<file path="src/pwm_regs.svh">
// Register indices, field positions, reset values and timing counts of the PWM block
`ifndef PWM_REGS_SVH
`define PWM_REGS_SVH

// ****************************************************************
// Register indices (byte address = 4 x index)
// ****************************************************************
`define PWM_IDX_WIDTH_A   8'hFC
`define PWM_IDX_WIDTH_B   8'hFD
`define PWM_IDX_PRESCALE  8'hFE

// ****************************************************************
// Fields and reset values
// ****************************************************************
`define PWM_FIELD_MSB     7
`define PWM_RST_WIDTH     8'h00
`define PWM_RST_PRESCALE  8'h00
`define PWM_RDATA_UNMAP   32'h0000_0000

// ****************************************************************
// Timing counts
// ****************************************************************
`define PWM_CNT_LAST      8'hFE
`define PWM_CNT_FIRST     8'h00
`define PWM_WIDTH_FULL    8'hFF

`endif

</file>
<file path="src/pwm_pkg.sv">
// Types shared by the PWM timebase and the PWM top level
`default_nettype none
package pwm_pkg;

	typedef logic [7:0] byte_t;

	typedef enum logic [1:0] {
		SEL_WIDTH_A  = 2'b00,
		SEL_WIDTH_B  = 2'b01,
		SEL_PRESCALE = 2'b10,
		SEL_NONE     = 2'b11
	} reg_sel_e;

endpackage : pwm_pkg
`default_nettype wire

</file>
<file path="src/pwm_timebase.sv">
// Shared prescaler, divide-by-two stage and modulo-255 counter
`timescale 1ns/1ps
`default_nettype none
`include "pwm_regs.svh"

module pwm_timebase
	import pwm_pkg::*;
(
	input  wire logic        mclk_i,
	input  wire logic        rst_n_i,
	input  wire logic [7:0]  prescale_i,
	output logic             step_o,
	output logic [7:0]       count_o
);

	// ****************************************************************
	// State
	// ****************************************************************
	byte_t div_q, div_d;
	logic  half_q, half_d;
	byte_t cnt_q, cnt_d;
	logic  tick;

	// Prescaler wraps after prescale+1 cycles; a value lowered to or below div_q wraps at once
	assign tick   = (div_q >= prescale_i);
	// Counter moves on every second prescaler tick
	assign step_o = tick & half_q;
	assign count_o = cnt_q;

	// Next-state logic of divider and counter
	always_comb begin
		div_d  = tick ? 8'h00 : div_q + 8'h01;
		half_d = tick ? ~half_q : half_q;
		cnt_d  = cnt_q;
		if (step_o) begin
			cnt_d = (cnt_q >= `PWM_CNT_LAST) ? `PWM_CNT_FIRST : cnt_q + 8'h01;
		end
	end

	// Registers, cleared on reset
	always_ff @(posedge mclk_i or negedge rst_n_i) begin
		if (!rst_n_i) begin
			div_q  <= 8'h00;
			half_q <= 1'b0;
			cnt_q  <= `PWM_CNT_FIRST;
		end else begin
			div_q  <= div_d;
			half_q <= half_d;
			cnt_q  <= cnt_d;
		end
	end

	// ****************************************************************
	// Checks
	// ****************************************************************
	property p_cnt_range;
		@(posedge mclk_i) disable iff (!rst_n_i)
		count_o <= `PWM_CNT_LAST;
	endproperty
	a_cnt_range: assert property (p_cnt_range) else $error("counter reached 255");

	property p_cnt_wrap;
		@(posedge mclk_i) disable iff (!rst_n_i)
		(step_o && count_o == `PWM_CNT_LAST) |=> (count_o == `PWM_CNT_FIRST);
	endproperty
	a_cnt_wrap: assert property (p_cnt_wrap) else $error("counter did not wrap");

	property p_cnt_inc;
		@(posedge mclk_i) disable iff (!rst_n_i)
		(step_o && count_o < `PWM_CNT_LAST) |=> (count_o == $past(count_o) + 8'h01);
	endproperty
	a_cnt_inc: assert property (p_cnt_inc) else $error("counter did not step by one");

	property p_cnt_hold;
		@(posedge mclk_i) disable iff (!rst_n_i)
		!step_o |=> $stable(count_o);
	endproperty
	a_cnt_hold: assert property (p_cnt_hold) else $error("counter moved without step");

	property p_step_gap;
		@(posedge mclk_i) disable iff (!rst_n_i)
		(step_o && prescale_i == 8'h00) |=> !step_o ##1 (step_o || prescale_i != 8'h00);
	endproperty
	a_step_gap: assert property (p_step_gap) else $error("step spacing wrong");

	property p_div_wrap;
		@(posedge mclk_i) disable iff (!rst_n_i)
		tick |=> (div_q == 8'h00);
	endproperty
	a_div_wrap: assert property (p_div_wrap) else $error("prescaler did not restart");

endmodule : pwm_timebase
`default_nettype wire

</file>
<file path="src/pwm_top.sv">
// Two-channel PWM generator with Avalon-MM register slave
`timescale 1ns/1ps
`default_nettype none
`include "pwm_regs.svh"

module pwm_top
	import pwm_pkg::*;
(
	input  wire logic        mclk_i,
	input  wire logic        rst_n_i,
	input  wire logic [9:0]  avs_address_i,
	input  wire logic        avs_read_i,
	input  wire logic        avs_write_i,
	input  wire logic [31:0] avs_writedata_i,
	input  wire logic [3:0]  avs_byteenable_i,
	output logic [31:0]      avs_readdata_o,
	output logic             avs_waitrequest_o,
	output logic             pulse_out_n_a_o,
	output logic             pulse_out_n_b_o
);

	// ****************************************************************
	// Helpers
	// ****************************************************************
	// Output level of one channel: low while width exceeds counter
	function automatic logic pulse_level(input byte_t width, input byte_t cnt);
		pulse_level = !(width > cnt);
	endfunction : pulse_level

	// Register select from a byte address
	function automatic reg_sel_e decode(input logic [9:0] addr);
		case (addr[9:2])
			`PWM_IDX_WIDTH_A:  decode = SEL_WIDTH_A;
			`PWM_IDX_WIDTH_B:  decode = SEL_WIDTH_B;
			`PWM_IDX_PRESCALE: decode = SEL_PRESCALE;
			default:           decode = SEL_NONE;
		endcase
	endfunction : decode

	// ****************************************************************
	// Register slave
	// ****************************************************************
	byte_t       width_a_q, width_a_d;
	byte_t       width_b_q, width_b_d;
	byte_t       prescale_q, prescale_d;
	logic        ack_q, ack_d;
	logic [31:0] rdata_q, rdata_d;
	logic        req;
	logic        wr_en;
	reg_sel_e    sel;
	byte_t       count;
	logic        step;

	assign req               = avs_read_i | avs_write_i;
	assign sel               = decode(avs_address_i);
	assign wr_en             = ack_q & avs_write_i & avs_byteenable_i[0];
	assign avs_waitrequest_o = req & ~ack_q;   // One wait state per access
	assign avs_readdata_o    = rdata_q;

	// Next values of the bus handshake, read data and registers
	always_comb begin
		ack_d      = req & ~ack_q;
		rdata_d    = rdata_q;
		width_a_d  = width_a_q;
		width_b_d  = width_b_q;
		prescale_d = prescale_q;
		if (ack_d && avs_read_i) begin
			case (sel)
				SEL_WIDTH_A:  rdata_d = {24'h000000, width_a_q};
				SEL_WIDTH_B:  rdata_d = {24'h000000, width_b_q};
				SEL_PRESCALE: rdata_d = {24'h000000, prescale_q};
				default:      rdata_d = `PWM_RDATA_UNMAP;
			endcase
		end
		if (wr_en) begin
			case (sel)
				SEL_WIDTH_A:  width_a_d  = avs_writedata_i[`PWM_FIELD_MSB:0];
				SEL_WIDTH_B:  width_b_d  = avs_writedata_i[`PWM_FIELD_MSB:0];
				SEL_PRESCALE: prescale_d = avs_writedata_i[`PWM_FIELD_MSB:0];
				default:      ;
			endcase
		end
	end

	// Slave registers
	always_ff @(posedge mclk_i or negedge rst_n_i) begin
		if (!rst_n_i) begin
			ack_q      <= 1'b0;
			rdata_q    <= 32'h0000_0000;
			width_a_q  <= `PWM_RST_WIDTH;
			width_b_q  <= `PWM_RST_WIDTH;
			prescale_q <= `PWM_RST_PRESCALE;
		end else begin
			ack_q      <= ack_d;
			rdata_q    <= rdata_d;
			width_a_q  <= width_a_d;
			width_b_q  <= width_b_d;
			prescale_q <= prescale_d;
		end
	end

	// ****************************************************************
	// Shared timebase and channel compare
	// ****************************************************************
	// One timebase feeds both channels
	pwm_timebase u_timebase (
		.mclk_i     (mclk_i),
		.rst_n_i    (rst_n_i),
		.prescale_i (prescale_q),
		.step_o     (step),
		.count_o    (count)
	);

	logic out_a_q, out_a_d;
	logic out_b_q, out_b_d;

	// Compare every cycle so new widths act on the next compare
	always_comb begin
		out_a_d = pulse_level(width_a_q, count);
		out_b_d = pulse_level(width_b_q, count);
	end

	// Output flops, high (inactive) during reset
	always_ff @(posedge mclk_i or negedge rst_n_i) begin
		if (!rst_n_i) begin
			out_a_q <= 1'b1;
			out_b_q <= 1'b1;
		end else begin
			out_a_q <= out_a_d;
			out_b_q <= out_b_d;
		end
	end

	assign pulse_out_n_a_o = out_a_q;
	assign pulse_out_n_b_o = out_b_q;

	// ****************************************************************
	// Checks
	// ****************************************************************
	property p_out_low;
		@(posedge mclk_i) disable iff (!rst_n_i)
		(width_a_q > count) |=> !pulse_out_n_a_o;
	endproperty
	a_out_low: assert property (p_out_low) else $error("channel A not low");

	property p_out_high;
		@(posedge mclk_i) disable iff (!rst_n_i)
		(width_b_q <= count) |=> pulse_out_n_b_o;
	endproperty
	a_out_high: assert property (p_out_high) else $error("channel B not high");

	property p_zero_high;
		@(posedge mclk_i) disable iff (!rst_n_i)
		(width_a_q == 8'h00)[*2] |-> pulse_out_n_a_o;
	endproperty
	a_zero_high: assert property (p_zero_high) else $error("zero width not high");

	property p_full_low;
		@(posedge mclk_i) disable iff (!rst_n_i)
		(width_b_q == `PWM_WIDTH_FULL)[*2] |-> !pulse_out_n_b_o;
	endproperty
	a_full_low: assert property (p_full_low) else $error("full width not low");

	property p_same_phase;
		@(posedge mclk_i) disable iff (!rst_n_i)
		(width_a_q == width_b_q)[*2] |-> (pulse_out_n_a_o == pulse_out_n_b_o);
	endproperty
	a_same_phase: assert property (p_same_phase) else $error("channels out of phase");

	property p_write_applies;
		@(posedge mclk_i) disable iff (!rst_n_i)
		(wr_en && sel == SEL_PRESCALE) |=> (prescale_q == $past(avs_writedata_i[7:0]));
	endproperty
	a_write_applies: assert property (p_write_applies) else $error("prescale write lost");

	property p_wait_one;
		@(posedge mclk_i) disable iff (!rst_n_i)
		(req && !ack_q) |=> !avs_waitrequest_o;
	endproperty
	a_wait_one: assert property (p_wait_one) else $error("waitrequest held too long");

	property p_out_low_b;
		@(posedge mclk_i) disable iff (!rst_n_i)
		(width_b_q > count) |=> !pulse_out_n_b_o;
	endproperty
	a_out_low_b: assert property (p_out_low_b) else $error("channel B not low");

	property p_out_high_a;
		@(posedge mclk_i) disable iff (!rst_n_i)
		(width_a_q <= count) |=> pulse_out_n_a_o;
	endproperty
	a_out_high_a: assert property (p_out_high_a) else $error("channel A not high");

	property p_zero_high_b;
		@(posedge mclk_i) disable iff (!rst_n_i)
		(width_b_q == 8'h00)[*2] |-> pulse_out_n_b_o;
	endproperty
	a_zero_high_b: assert property (p_zero_high_b) else $error("zero width B not high");

	property p_full_low_a;
		@(posedge mclk_i) disable iff (!rst_n_i)
		(width_a_q == `PWM_WIDTH_FULL)[*2] |-> !pulse_out_n_a_o;
	endproperty
	a_full_low_a: assert property (p_full_low_a) else $error("full width A not low");

	property p_width_a_write;
		@(posedge mclk_i) disable iff (!rst_n_i)
		(wr_en && sel == SEL_WIDTH_A) |=> (width_a_q == $past(avs_writedata_i[7:0]));
	endproperty
	a_width_a_write: assert property (p_width_a_write) else $error("width A write lost");

	property p_width_b_write;
		@(posedge mclk_i) disable iff (!rst_n_i)
		(wr_en && sel == SEL_WIDTH_B) |=> (width_b_q == $past(avs_writedata_i[7:0]));
	endproperty
	a_width_b_write: assert property (p_width_b_write) else $error("width B write lost");

	// Writes with lane 0 off or to an unused index leave every register alone
	property p_refused_write;
		@(posedge mclk_i) disable iff (!rst_n_i)
		(ack_q && avs_write_i && (!avs_byteenable_i[0] || sel == SEL_NONE))
			|=> ($stable(width_a_q) && $stable(width_b_q) && $stable(prescale_q));
	endproperty
	a_refused_write: assert property (p_refused_write) else $error("refused write changed a register");

	property p_unmapped_read;
		@(posedge mclk_i) disable iff (!rst_n_i)
		(ack_d && avs_read_i && sel == SEL_NONE) |=> (avs_readdata_o == `PWM_RDATA_UNMAP);
	endproperty
	a_unmapped_read: assert property (p_unmapped_read) else $error("unmapped read not zero");

endmodule : pwm_top
`default_nettype wire
</file>
<file path="config.mk">
export PLATFORM = sky130hd
export DESIGN_NAME = pwm_top
export DESIGN_NICKNAME = d
export VERILOG_FILES = /design/src/pwm_pkg.sv /design/src/pwm_timebase.sv /design/src/pwm_top.sv
export VERILOG_INCLUDE_DIRS = /design/src
export SDC_FILE = /design/constraint.sdc
export NUM_CORES = 1
export LEC_CHECK = 0
export ABC_CLOCK_PERIOD_IN_PS = 3250
export BUFFER_PORTS_ARGS = -buffer_cell sky130_fd_sc_hd__buf_2
export CELL_PAD_IN_SITES_DETAIL_PLACEMENT = 1
export CELL_PAD_IN_SITES_GLOBAL_PLACEMENT = 2
export CORE_AREA = 2 2 97 99
export DETAILED_ROUTE_END_ITERATION = 10
export DIE_AREA = 0 0 99 101
export HOLD_SLACK_MARGIN = 0.08
export PLACE_DENSITY = 0.84
export SLEW_MARGIN = 20
export SYNTH_ARGS = -nofsm -noshare
export SYNTH_HDL_FRONTEND = slang
export SYNTH_SLANG_ARGS = --single-unit
export TNS_END_PERCENT = 1
</file>
<file path="constraint.sdc">
create_clock -name mclk_i -period 3.25 [get_ports mclk_i]
set_input_delay 0.4875 -clock mclk_i [delete_from_list [all_inputs] [get_ports mclk_i]]
set_output_delay 0.4875 -clock mclk_i [all_outputs]
set_load 0.02 [all_outputs]
</file>
## Yosys cells after proc, flatten, opt, wreduce, memory -nomap -nowiden

Index checks and enable logic that the tools add are counted.

- Output and inout port bits: 35
- Word-level logic and storage cells: 39
- Input port bits: 50
- Register bits after elaboration: 76

- Bitwise gates (word level): 7
- Mux-type cells: 4
- Reductions and logical operators: 7
- Equality and inequality tests: 5
- Order comparisons: 4
- $add $sub $neg: 2

Operators by type and width:

| cell | number |
|---|---|
| $eq 8x8->1 const B | 3 |
| $pmux 8 s3 | 1 |
| $add 8x1->8 const B | 2 |
| $gt 8x8->1 | 2 |
| $mux 8 | 2 |
| $ge 8x8->1 | 1 |
| $ge 8x8->1 const B | 1 |
| $pmux 2 s3 | 1 |
| $reduce_and 2->1 | 3 |
| $and 1x1->1 | 4 |
| $eq 2x1->1 const B | 1 |
| $eq 2x2->1 const B | 1 |
| $logic_not 1->1 | 2 |
| $logic_not 2->1 | 1 |
| $not 1->1 | 2 |
| $logic_and 1x1->1 | 1 |
| $or 1x1->1 | 1 |

## Logic depth before layout (Yosys ltp)

- Word-level depth: 4
- Mapped depth: 8
- Gate-level depth less buffers: 7

## By module

Synthesis repeated with hierarchy kept, for this count alone.

- Cell total of the unflattened synthesis: 301
- Area total of the unflattened synthesis: 3,134.3 um^2

By module, submodules not included:

| module | times used | area an instance (um^2) | seq. area each (um^2) | cells an instance |
|---|---|---|---|---|
| pwm_top | 1 | 2,077.0 | 878.3 | 191 |
| pwm_timebase | 1 | 1,057.3 | 425.4 | 110 |

## Worst setup path after synthesis

No wires, ideal clock.

- Path kind: register -> register
- Start point: register u_timebase.div_q[0]
- End point: register u_timebase.cnt_q[3], in the netlist u_timebase.count_o[3]
- Data required time: 3.155 ns
- Arrival time: 1.852 ns
- Stages on the path, launching flop included: 9
- Slack: 1.303 ns
- Path buffers: 1
- Clock period less this slack: 1.947 ns
- Library setup time: 0.095 ns
- Cell sequence: dfrtp_1 -> inv_1 -> ha_1 -> nand2b_1 -> a2111o_1 -> a32oi_1 -> buf_2 -> o21ai_0 -> o31ai_1

- Longest elaborated chain between the ends: 2

Ends and longest elaborated chain:

| element | RTL line | source |
|---|---|---|
| start, declared | pwm_timebase.sv:19 | `byte_t div_q, div_d;` |
| start signal, assigned | pwm_timebase.sv:47 | `div_q <= div_d;` |
| $ge 8x8->1 | pwm_timebase.sv:25 | `assign tick = (div_q >= prescale_i);` |
| $and 1x1->1 | pwm_timebase.sv:27 | `assign step_o = tick & half_q;` |
| end signal, assigned | pwm_timebase.sv:45 | `` cnt_q <= `PWM_CNT_FIRST; `` |
| end signal, assigned | pwm_timebase.sv:49 | `cnt_q <= cnt_d;` |
| end, declared | pwm_timebase.sv:21 | `byte_t cnt_q, cnt_d;` |

No other way between the ends.
A chain may end at the register's enable or synchronous reset.

## Worst setup path in the final report

- Start point: register prescale_q[0]
- End point: register u_timebase.cnt_q[0], in the netlist u_timebase.count_o[0]

- Longest elaborated chain between the ends: 2

Ends and longest elaborated chain:

| element | RTL line | source |
|---|---|---|
| start, declared | pwm_top.sv:45 | `byte_t prescale_q, prescale_d;` |
| start signal, assigned | pwm_top.sv:92 | `` prescale_q <= `PWM_RST_PRESCALE; `` |
| start signal, assigned | pwm_top.sv:98 | `prescale_q <= prescale_d;` |
| $ge 8x8->1 | pwm_timebase.sv:25 |  |
| $and 1x1->1 | pwm_timebase.sv:27 |  |

No other way between the ends.

==> flow_results.xml <==
<?xml version="1.0" encoding="UTF-8"?>
<metrics>
  <group name="grt">
    <metric name="grt_pass1_vias" unit="">2303</metric>
    <metric name="grt_first_pass_wirelength" unit="um">11900</metric>
    <metric name="antenna_violations_before_repair" unit="">0</metric>
    <metric name="grt_usage" unit="%">15.1</metric>
    <metric name="largest_net_degree_at_the_start_of_global_routing" unit="">28</metric>
    <metric name="globalRoute.totalOverflow" unit="">0</metric>
  </group>
  <group name="synth">
    <metric name="yosysWarnings" unit="">0</metric>
    <metric name="synthesis.area" unit="sq um">3050</metric>
    <metric name="most_frequent_cell_after_synthesis" unit="">sky130_fd_sc_hd__dfrtp_1</metric>
    <metric name="yosysUniqueCellTypes" unit="">40</metric>
    <metric name="netlist.top_cell.by_area" unit="">sky130_fd_sc_hd__dfrtp_1</metric>
    <metric name="fraction_of_post_synthesis_cell_area_in_the_top_cell_type_by_area" unit="%">41.0</metric>
    <metric name="async_reset_ff_share" unit="%">100</metric>
    <metric name="netlist_instances" unit="">287</metric>
    <metric name="postSynthRegisterBits" unit="">52</metric>
    <metric name="count_of_flip_flops_with_a_built_in_enable_after_synthesis" unit="">0</metric>
    <metric name="netlist_top_cells_area" unit="">sky130_fd_sc_hd__dfrtp_1 41%, sky130_fd_sc_hd__ha_1 11%, sky130_fd_sc_hd__buf_4 5.9%</metric>
    <metric name="synth_top_cells_by_count" unit="">50 x sky130_fd_sc_hd__dfrtp_1, 27 x sky130_fd_sc_hd__ha_1, 24 x sky130_fd_sc_hd__buf_4, 19 x sky130_fd_sc_hd__inv_1, 17 x sky130_fd_sc_hd__o21ai_0</metric>
    <metric name="synth-seq-area-share" unit="%">42.7</metric>
    <metric name="postSynth.topFlopCell" unit="">sky130_fd_sc_hd__dfrtp_1</metric>
    <metric name="synth_area_per_cell" unit="sq um">10.6</metric>
  </group>
  <group name="place">
    <metric name="post-place-ws" unit="ns">1.07</metric>
    <metric name="hpwlAfterDp" unit="um">5300</metric>
    <metric name="gp_routability_congestion" unit="">0.776</metric>
    <metric name="placed_cells" unit="">424</metric>
    <metric name="place.port_buffers" unit="">31</metric>
  </group>
  <group name="setup_path">
    <metric name="critical-path-top-delay-family" unit="">compound AO/OA/AOI/OAI gates</metric>
    <metric name="max_stage_delay" unit="ns">0.44</metric>
    <metric name="worst-endpoint-arrival" unit="ns">2.28</metric>
    <metric name="critPathLaunchType" unit="">flip-flop</metric>
    <metric name="cp_num_buf_inv" unit="">1</metric>
    <metric name="critical_path.max_fanout" unit="">13</metric>
    <metric name="critical_path.endpoint_type" unit="">flip-flop</metric>
    <metric name="path_cells" unit="">ha_1, nand2b_1, a2111o_1, a32oi_1, buf_4, nor3_1, a21o_1</metric>
    <metric name="timing.reg2reg.setup_slack" unit="ns">1.18</metric>
    <metric name="worst_ep_required_time" unit="ns">3.46</metric>
    <metric name="critical_path_s_slowest_cell" unit="">sky130_fd_sc_hd__dfrtp_1</metric>
    <metric name="timing.setup.critical_path_class" unit="">reg -&gt; reg</metric>
  </group>
  <group name="pwr">
    <metric name="sequentialPowerShare" unit="%">46.7</metric>
    <metric name="leakagePower" unit="nW">1.66</metric>
    <metric name="ir_drop_worst_case_vdd" unit="V">0.000153</metric>
    <metric name="total_power" unit="mW">1.68</metric>
    <metric name="share_clk_of_total_power" unit="%">28.7</metric>
    <metric name="power_frac_comb" unit="%">24.6</metric>
    <metric name="powerDensity" unit="nW/um^2">499</metric>
    <metric name="switching_share" unit="%">33.3</metric>
    <metric name="p_int" unit="mW">1.12</metric>
    <metric name="net-switching-power" unit="uW">559</metric>
  </group>
  <group name="clock_tree">
    <metric name="cts_resized" unit="">0</metric>
    <metric name="path_clk_slew" unit="ns">0.10</metric>
    <metric name="cts_inserted_buffers" unit="">5</metric>
    <metric name="postCtsSetupBuffers" unit="">0</metric>
    <metric name="worstSkewPairLatency" unit="ns">0.31</metric>
    <metric name="cts_root_buf" unit="">sky130_fd_sc_hd__clkbuf_8</metric>
    <metric name="cts-root-to-sink-buffers" unit="">2</metric>
    <metric name="tritoncts" unit="">yes</metric>
    <metric name="cts-htree-levels" unit="">2</metric>
    <metric name="hold_buffers" unit="">0</metric>
    <metric name="clock_sinks" unit="">52</metric>
  </group>
  <group name="finish">
    <metric name="design.final.nets" unit="">397</metric>
    <metric name="area_delta_synth_final" unit="%">10.2</metric>
    <metric name="antennaDiodeCount" unit="">0</metric>
    <metric name="layout.cells.non_filler" unit="">432</metric>
    <metric name="final_util" unit="%">37.5</metric>
    <metric name="post_route_cells_drive_above_1_share" unit="%">22.4</metric>
  </group>
  <group name="timing">
    <metric name="finalSetupTns" unit="ns">0</metric>
    <metric name="finalMaxSlewViolations" unit="">0</metric>
    <metric name="report.final.setup_viol" unit="">0</metric>
    <metric name="finalWorstSetupSlack" unit="ns">1.18</metric>
    <metric name="final_min_period_over_clock_period" unit="%">63.7</metric>
    <metric name="grt_setup_unrepaired" unit="">no</metric>
    <metric name="slew_headroom" unit="%">36.5</metric>
    <metric name="fin_worst_skew" unit="ns">0.00907</metric>
    <metric name="finalCriticalPeriod" unit="ns">2.07</metric>
    <metric name="clock.fmax" unit="MHz">483</metric>
    <metric name="worst_slew_pin_slew" unit="ns">0.951</metric>
    <metric name="final_hold_viol_count" unit="">0</metric>
  </group>
  <group name="die">
    <metric name="die_height" unit="um">101</metric>
    <metric name="design.core.area" unit="sq um">8980</metric>
    <metric name="die_span_in_x" unit="um">99</metric>
    <metric name="core.rowCount" unit="">35</metric>
    <metric name="design.die.area" unit="sq um">10000</metric>
    <metric name="io_pins" unit="">85</metric>
    <metric name="start_util" unit="%">34.0</metric>
  </group>
  <group name="routing">
    <metric name="drt-vias-per-instance" unit="">5.00</metric>
    <metric name="drtPass1Iterations" unit="">4</metric>
    <metric name="remaining_drc_errors" unit="">0</metric>
    <metric name="post_drt_wl_per_cell" unit="um">16.1</metric>
    <metric name="ant_nets" unit="">0</metric>
    <metric name="detailedRoute.firstIterationViolations" unit="">67</metric>
    <metric name="detailroute.via_count" unit="">2162</metric>
    <metric name="postRouteWirelength" unit="um">6960</metric>
  </group>
  <group name="run">
    <metric name="cap_violations" unit="">0</metric>
  </group>
  <group name="hold_path">
    <metric name="holdCritPathClass" unit="">in -&gt; async</metric>
  </group>
  <group name="status">
    <metric name="outcome" unit="">complete, no violations</metric>
  </group>
</metrics>
==> power groups by stage <==
| stage | Clock, mW | Combinational (mW) | Sequential (mW) |
|---|---|---|---|
| after floorplan | 0 | 0.305 | 0.787 |
| after global placement | 0 | 0.393 | 0.797 |
| after detailed placement | 0 | 0.415 | 0.800 |
| after CTS | 0.498 | 0.420 | 0.786 |
| after global routing | 0.525 | 0.476 | 0.799 |
| final | 0.482 | 0.413 | 0.783 |
==> per-stage QoR <==
step / instance area (sq um) / hold WS, ns
after floorplan: 3140 / 0.192
after global placement: 3240 / 0.442
after detailed placement: 3240 / 0.469
after CTS: 3360 / 0.183
after global routing: 3360 / 0.201
final: 3360 / 0.160
==> worst reg2reg max path, stage by stage, from the launching register on <==
cell and delay, ns:
sky130_fd_sc_hd__dfrtp_1 0.44, sky130_fd_sc_hd__ha_1 0.30, sky130_fd_sc_hd__nand2b_1 0.14, sky130_fd_sc_hd__a2111o_1 0.42, sky130_fd_sc_hd__a32oi_1 0.20, sky130_fd_sc_hd__buf_4 0.21, sky130_fd_sc_hd__nor3_1 0.07, sky130_fd_sc_hd__a21o_1 0.18
==> final timing paths <==
check / startpoint / to / cells past startpoint
setup reg to reg: prescale_q[0] / u_timebase.count_o[0] / 7
min in group mclk_i: avs_writedata_i[0] / width_b_q[0] / 3
hold / removal: rst_n_i / avs_readdata_o[1] / 1
setup / recovery: prescale_q[0] / u_timebase.count_o[0] / 7
max in group asynchronous: rst_n_i / pulse_out_n_b_o / 2
hold reg to reg: ack_q / ack_q / 1
==> final cells by class <==
class	count	area, sq um
clock buffers	6	82.6
inverters	19	71.3
well taps	111	139
multi-input cells	207	1540
fillers	1013	5610
flip-flops and latches	52	1300
clock inverters	2	38.8
repair buffers	35	185
==> logic make-up (layout without fill, tap and decap cells) <==
group           Yosys count  after routing  synth area share [%]
fa+ha+maj                27             27                  11.1
xor+xnor                  7              7                  2.01
mux                      31             31                  12.1
other cells               1             24                 0.123
flops                    52             52                  42.7
simple gates             67             67                  11.1
buf+inv                  51             62                  9.55
compound gates           51             51                  11.4
==> layout by cell type (no fill, tap or decap), types with 8 or more instances in the layout <==
master and count:
sky130_fd_sc_hd__dfrtp_1 50, sky130_fd_sc_hd__buf_2 31, sky130_fd_sc_hd__ha_1 27, sky130_fd_sc_hd__conb_1 24, sky130_fd_sc_hd__inv_1 19, sky130_fd_sc_hd__o21ai_0 17
sky130_fd_sc_hd__nor2_1 16, sky130_fd_sc_hd__nand2_1 15, sky130_fd_sc_hd__mux2_2 15, sky130_fd_sc_hd__nor2b_1 8, sky130_fd_sc_hd__mux2_4 8, sky130_fd_sc_hd__mux2i_1 8
sky130_fd_sc_hd__a22o_1 8
==> per-layer routing <==
| layer | GRT usage (%) | wire length (um) | share of wire (%) |
|---|---|---|---|
| met1 | 19.3 | 3090 | 44 |
| met2 | 26.4 | 3580 | 51 |
| met3 | 2.84 | 217 | 3.1 |
| met4 | 3.48 | 72 | 1.0 |
| met5 | 0 | 0 | 0 |
==> flip-flops by register name, summed over array words and instances (netlist names) <==
signal / flops
pulse_out_n_a_o: 1
prescale_q: 8
u_timebase.count_o: 8
width_a_q: 8
u_timebase.half_q: 1
pulse_out_n_b_o: 1
avs_readdata_o: 8
width_b_q: 8
u_timebase.div_q: 8
ack_q: 1
Power figures use the tool's default switching activity.
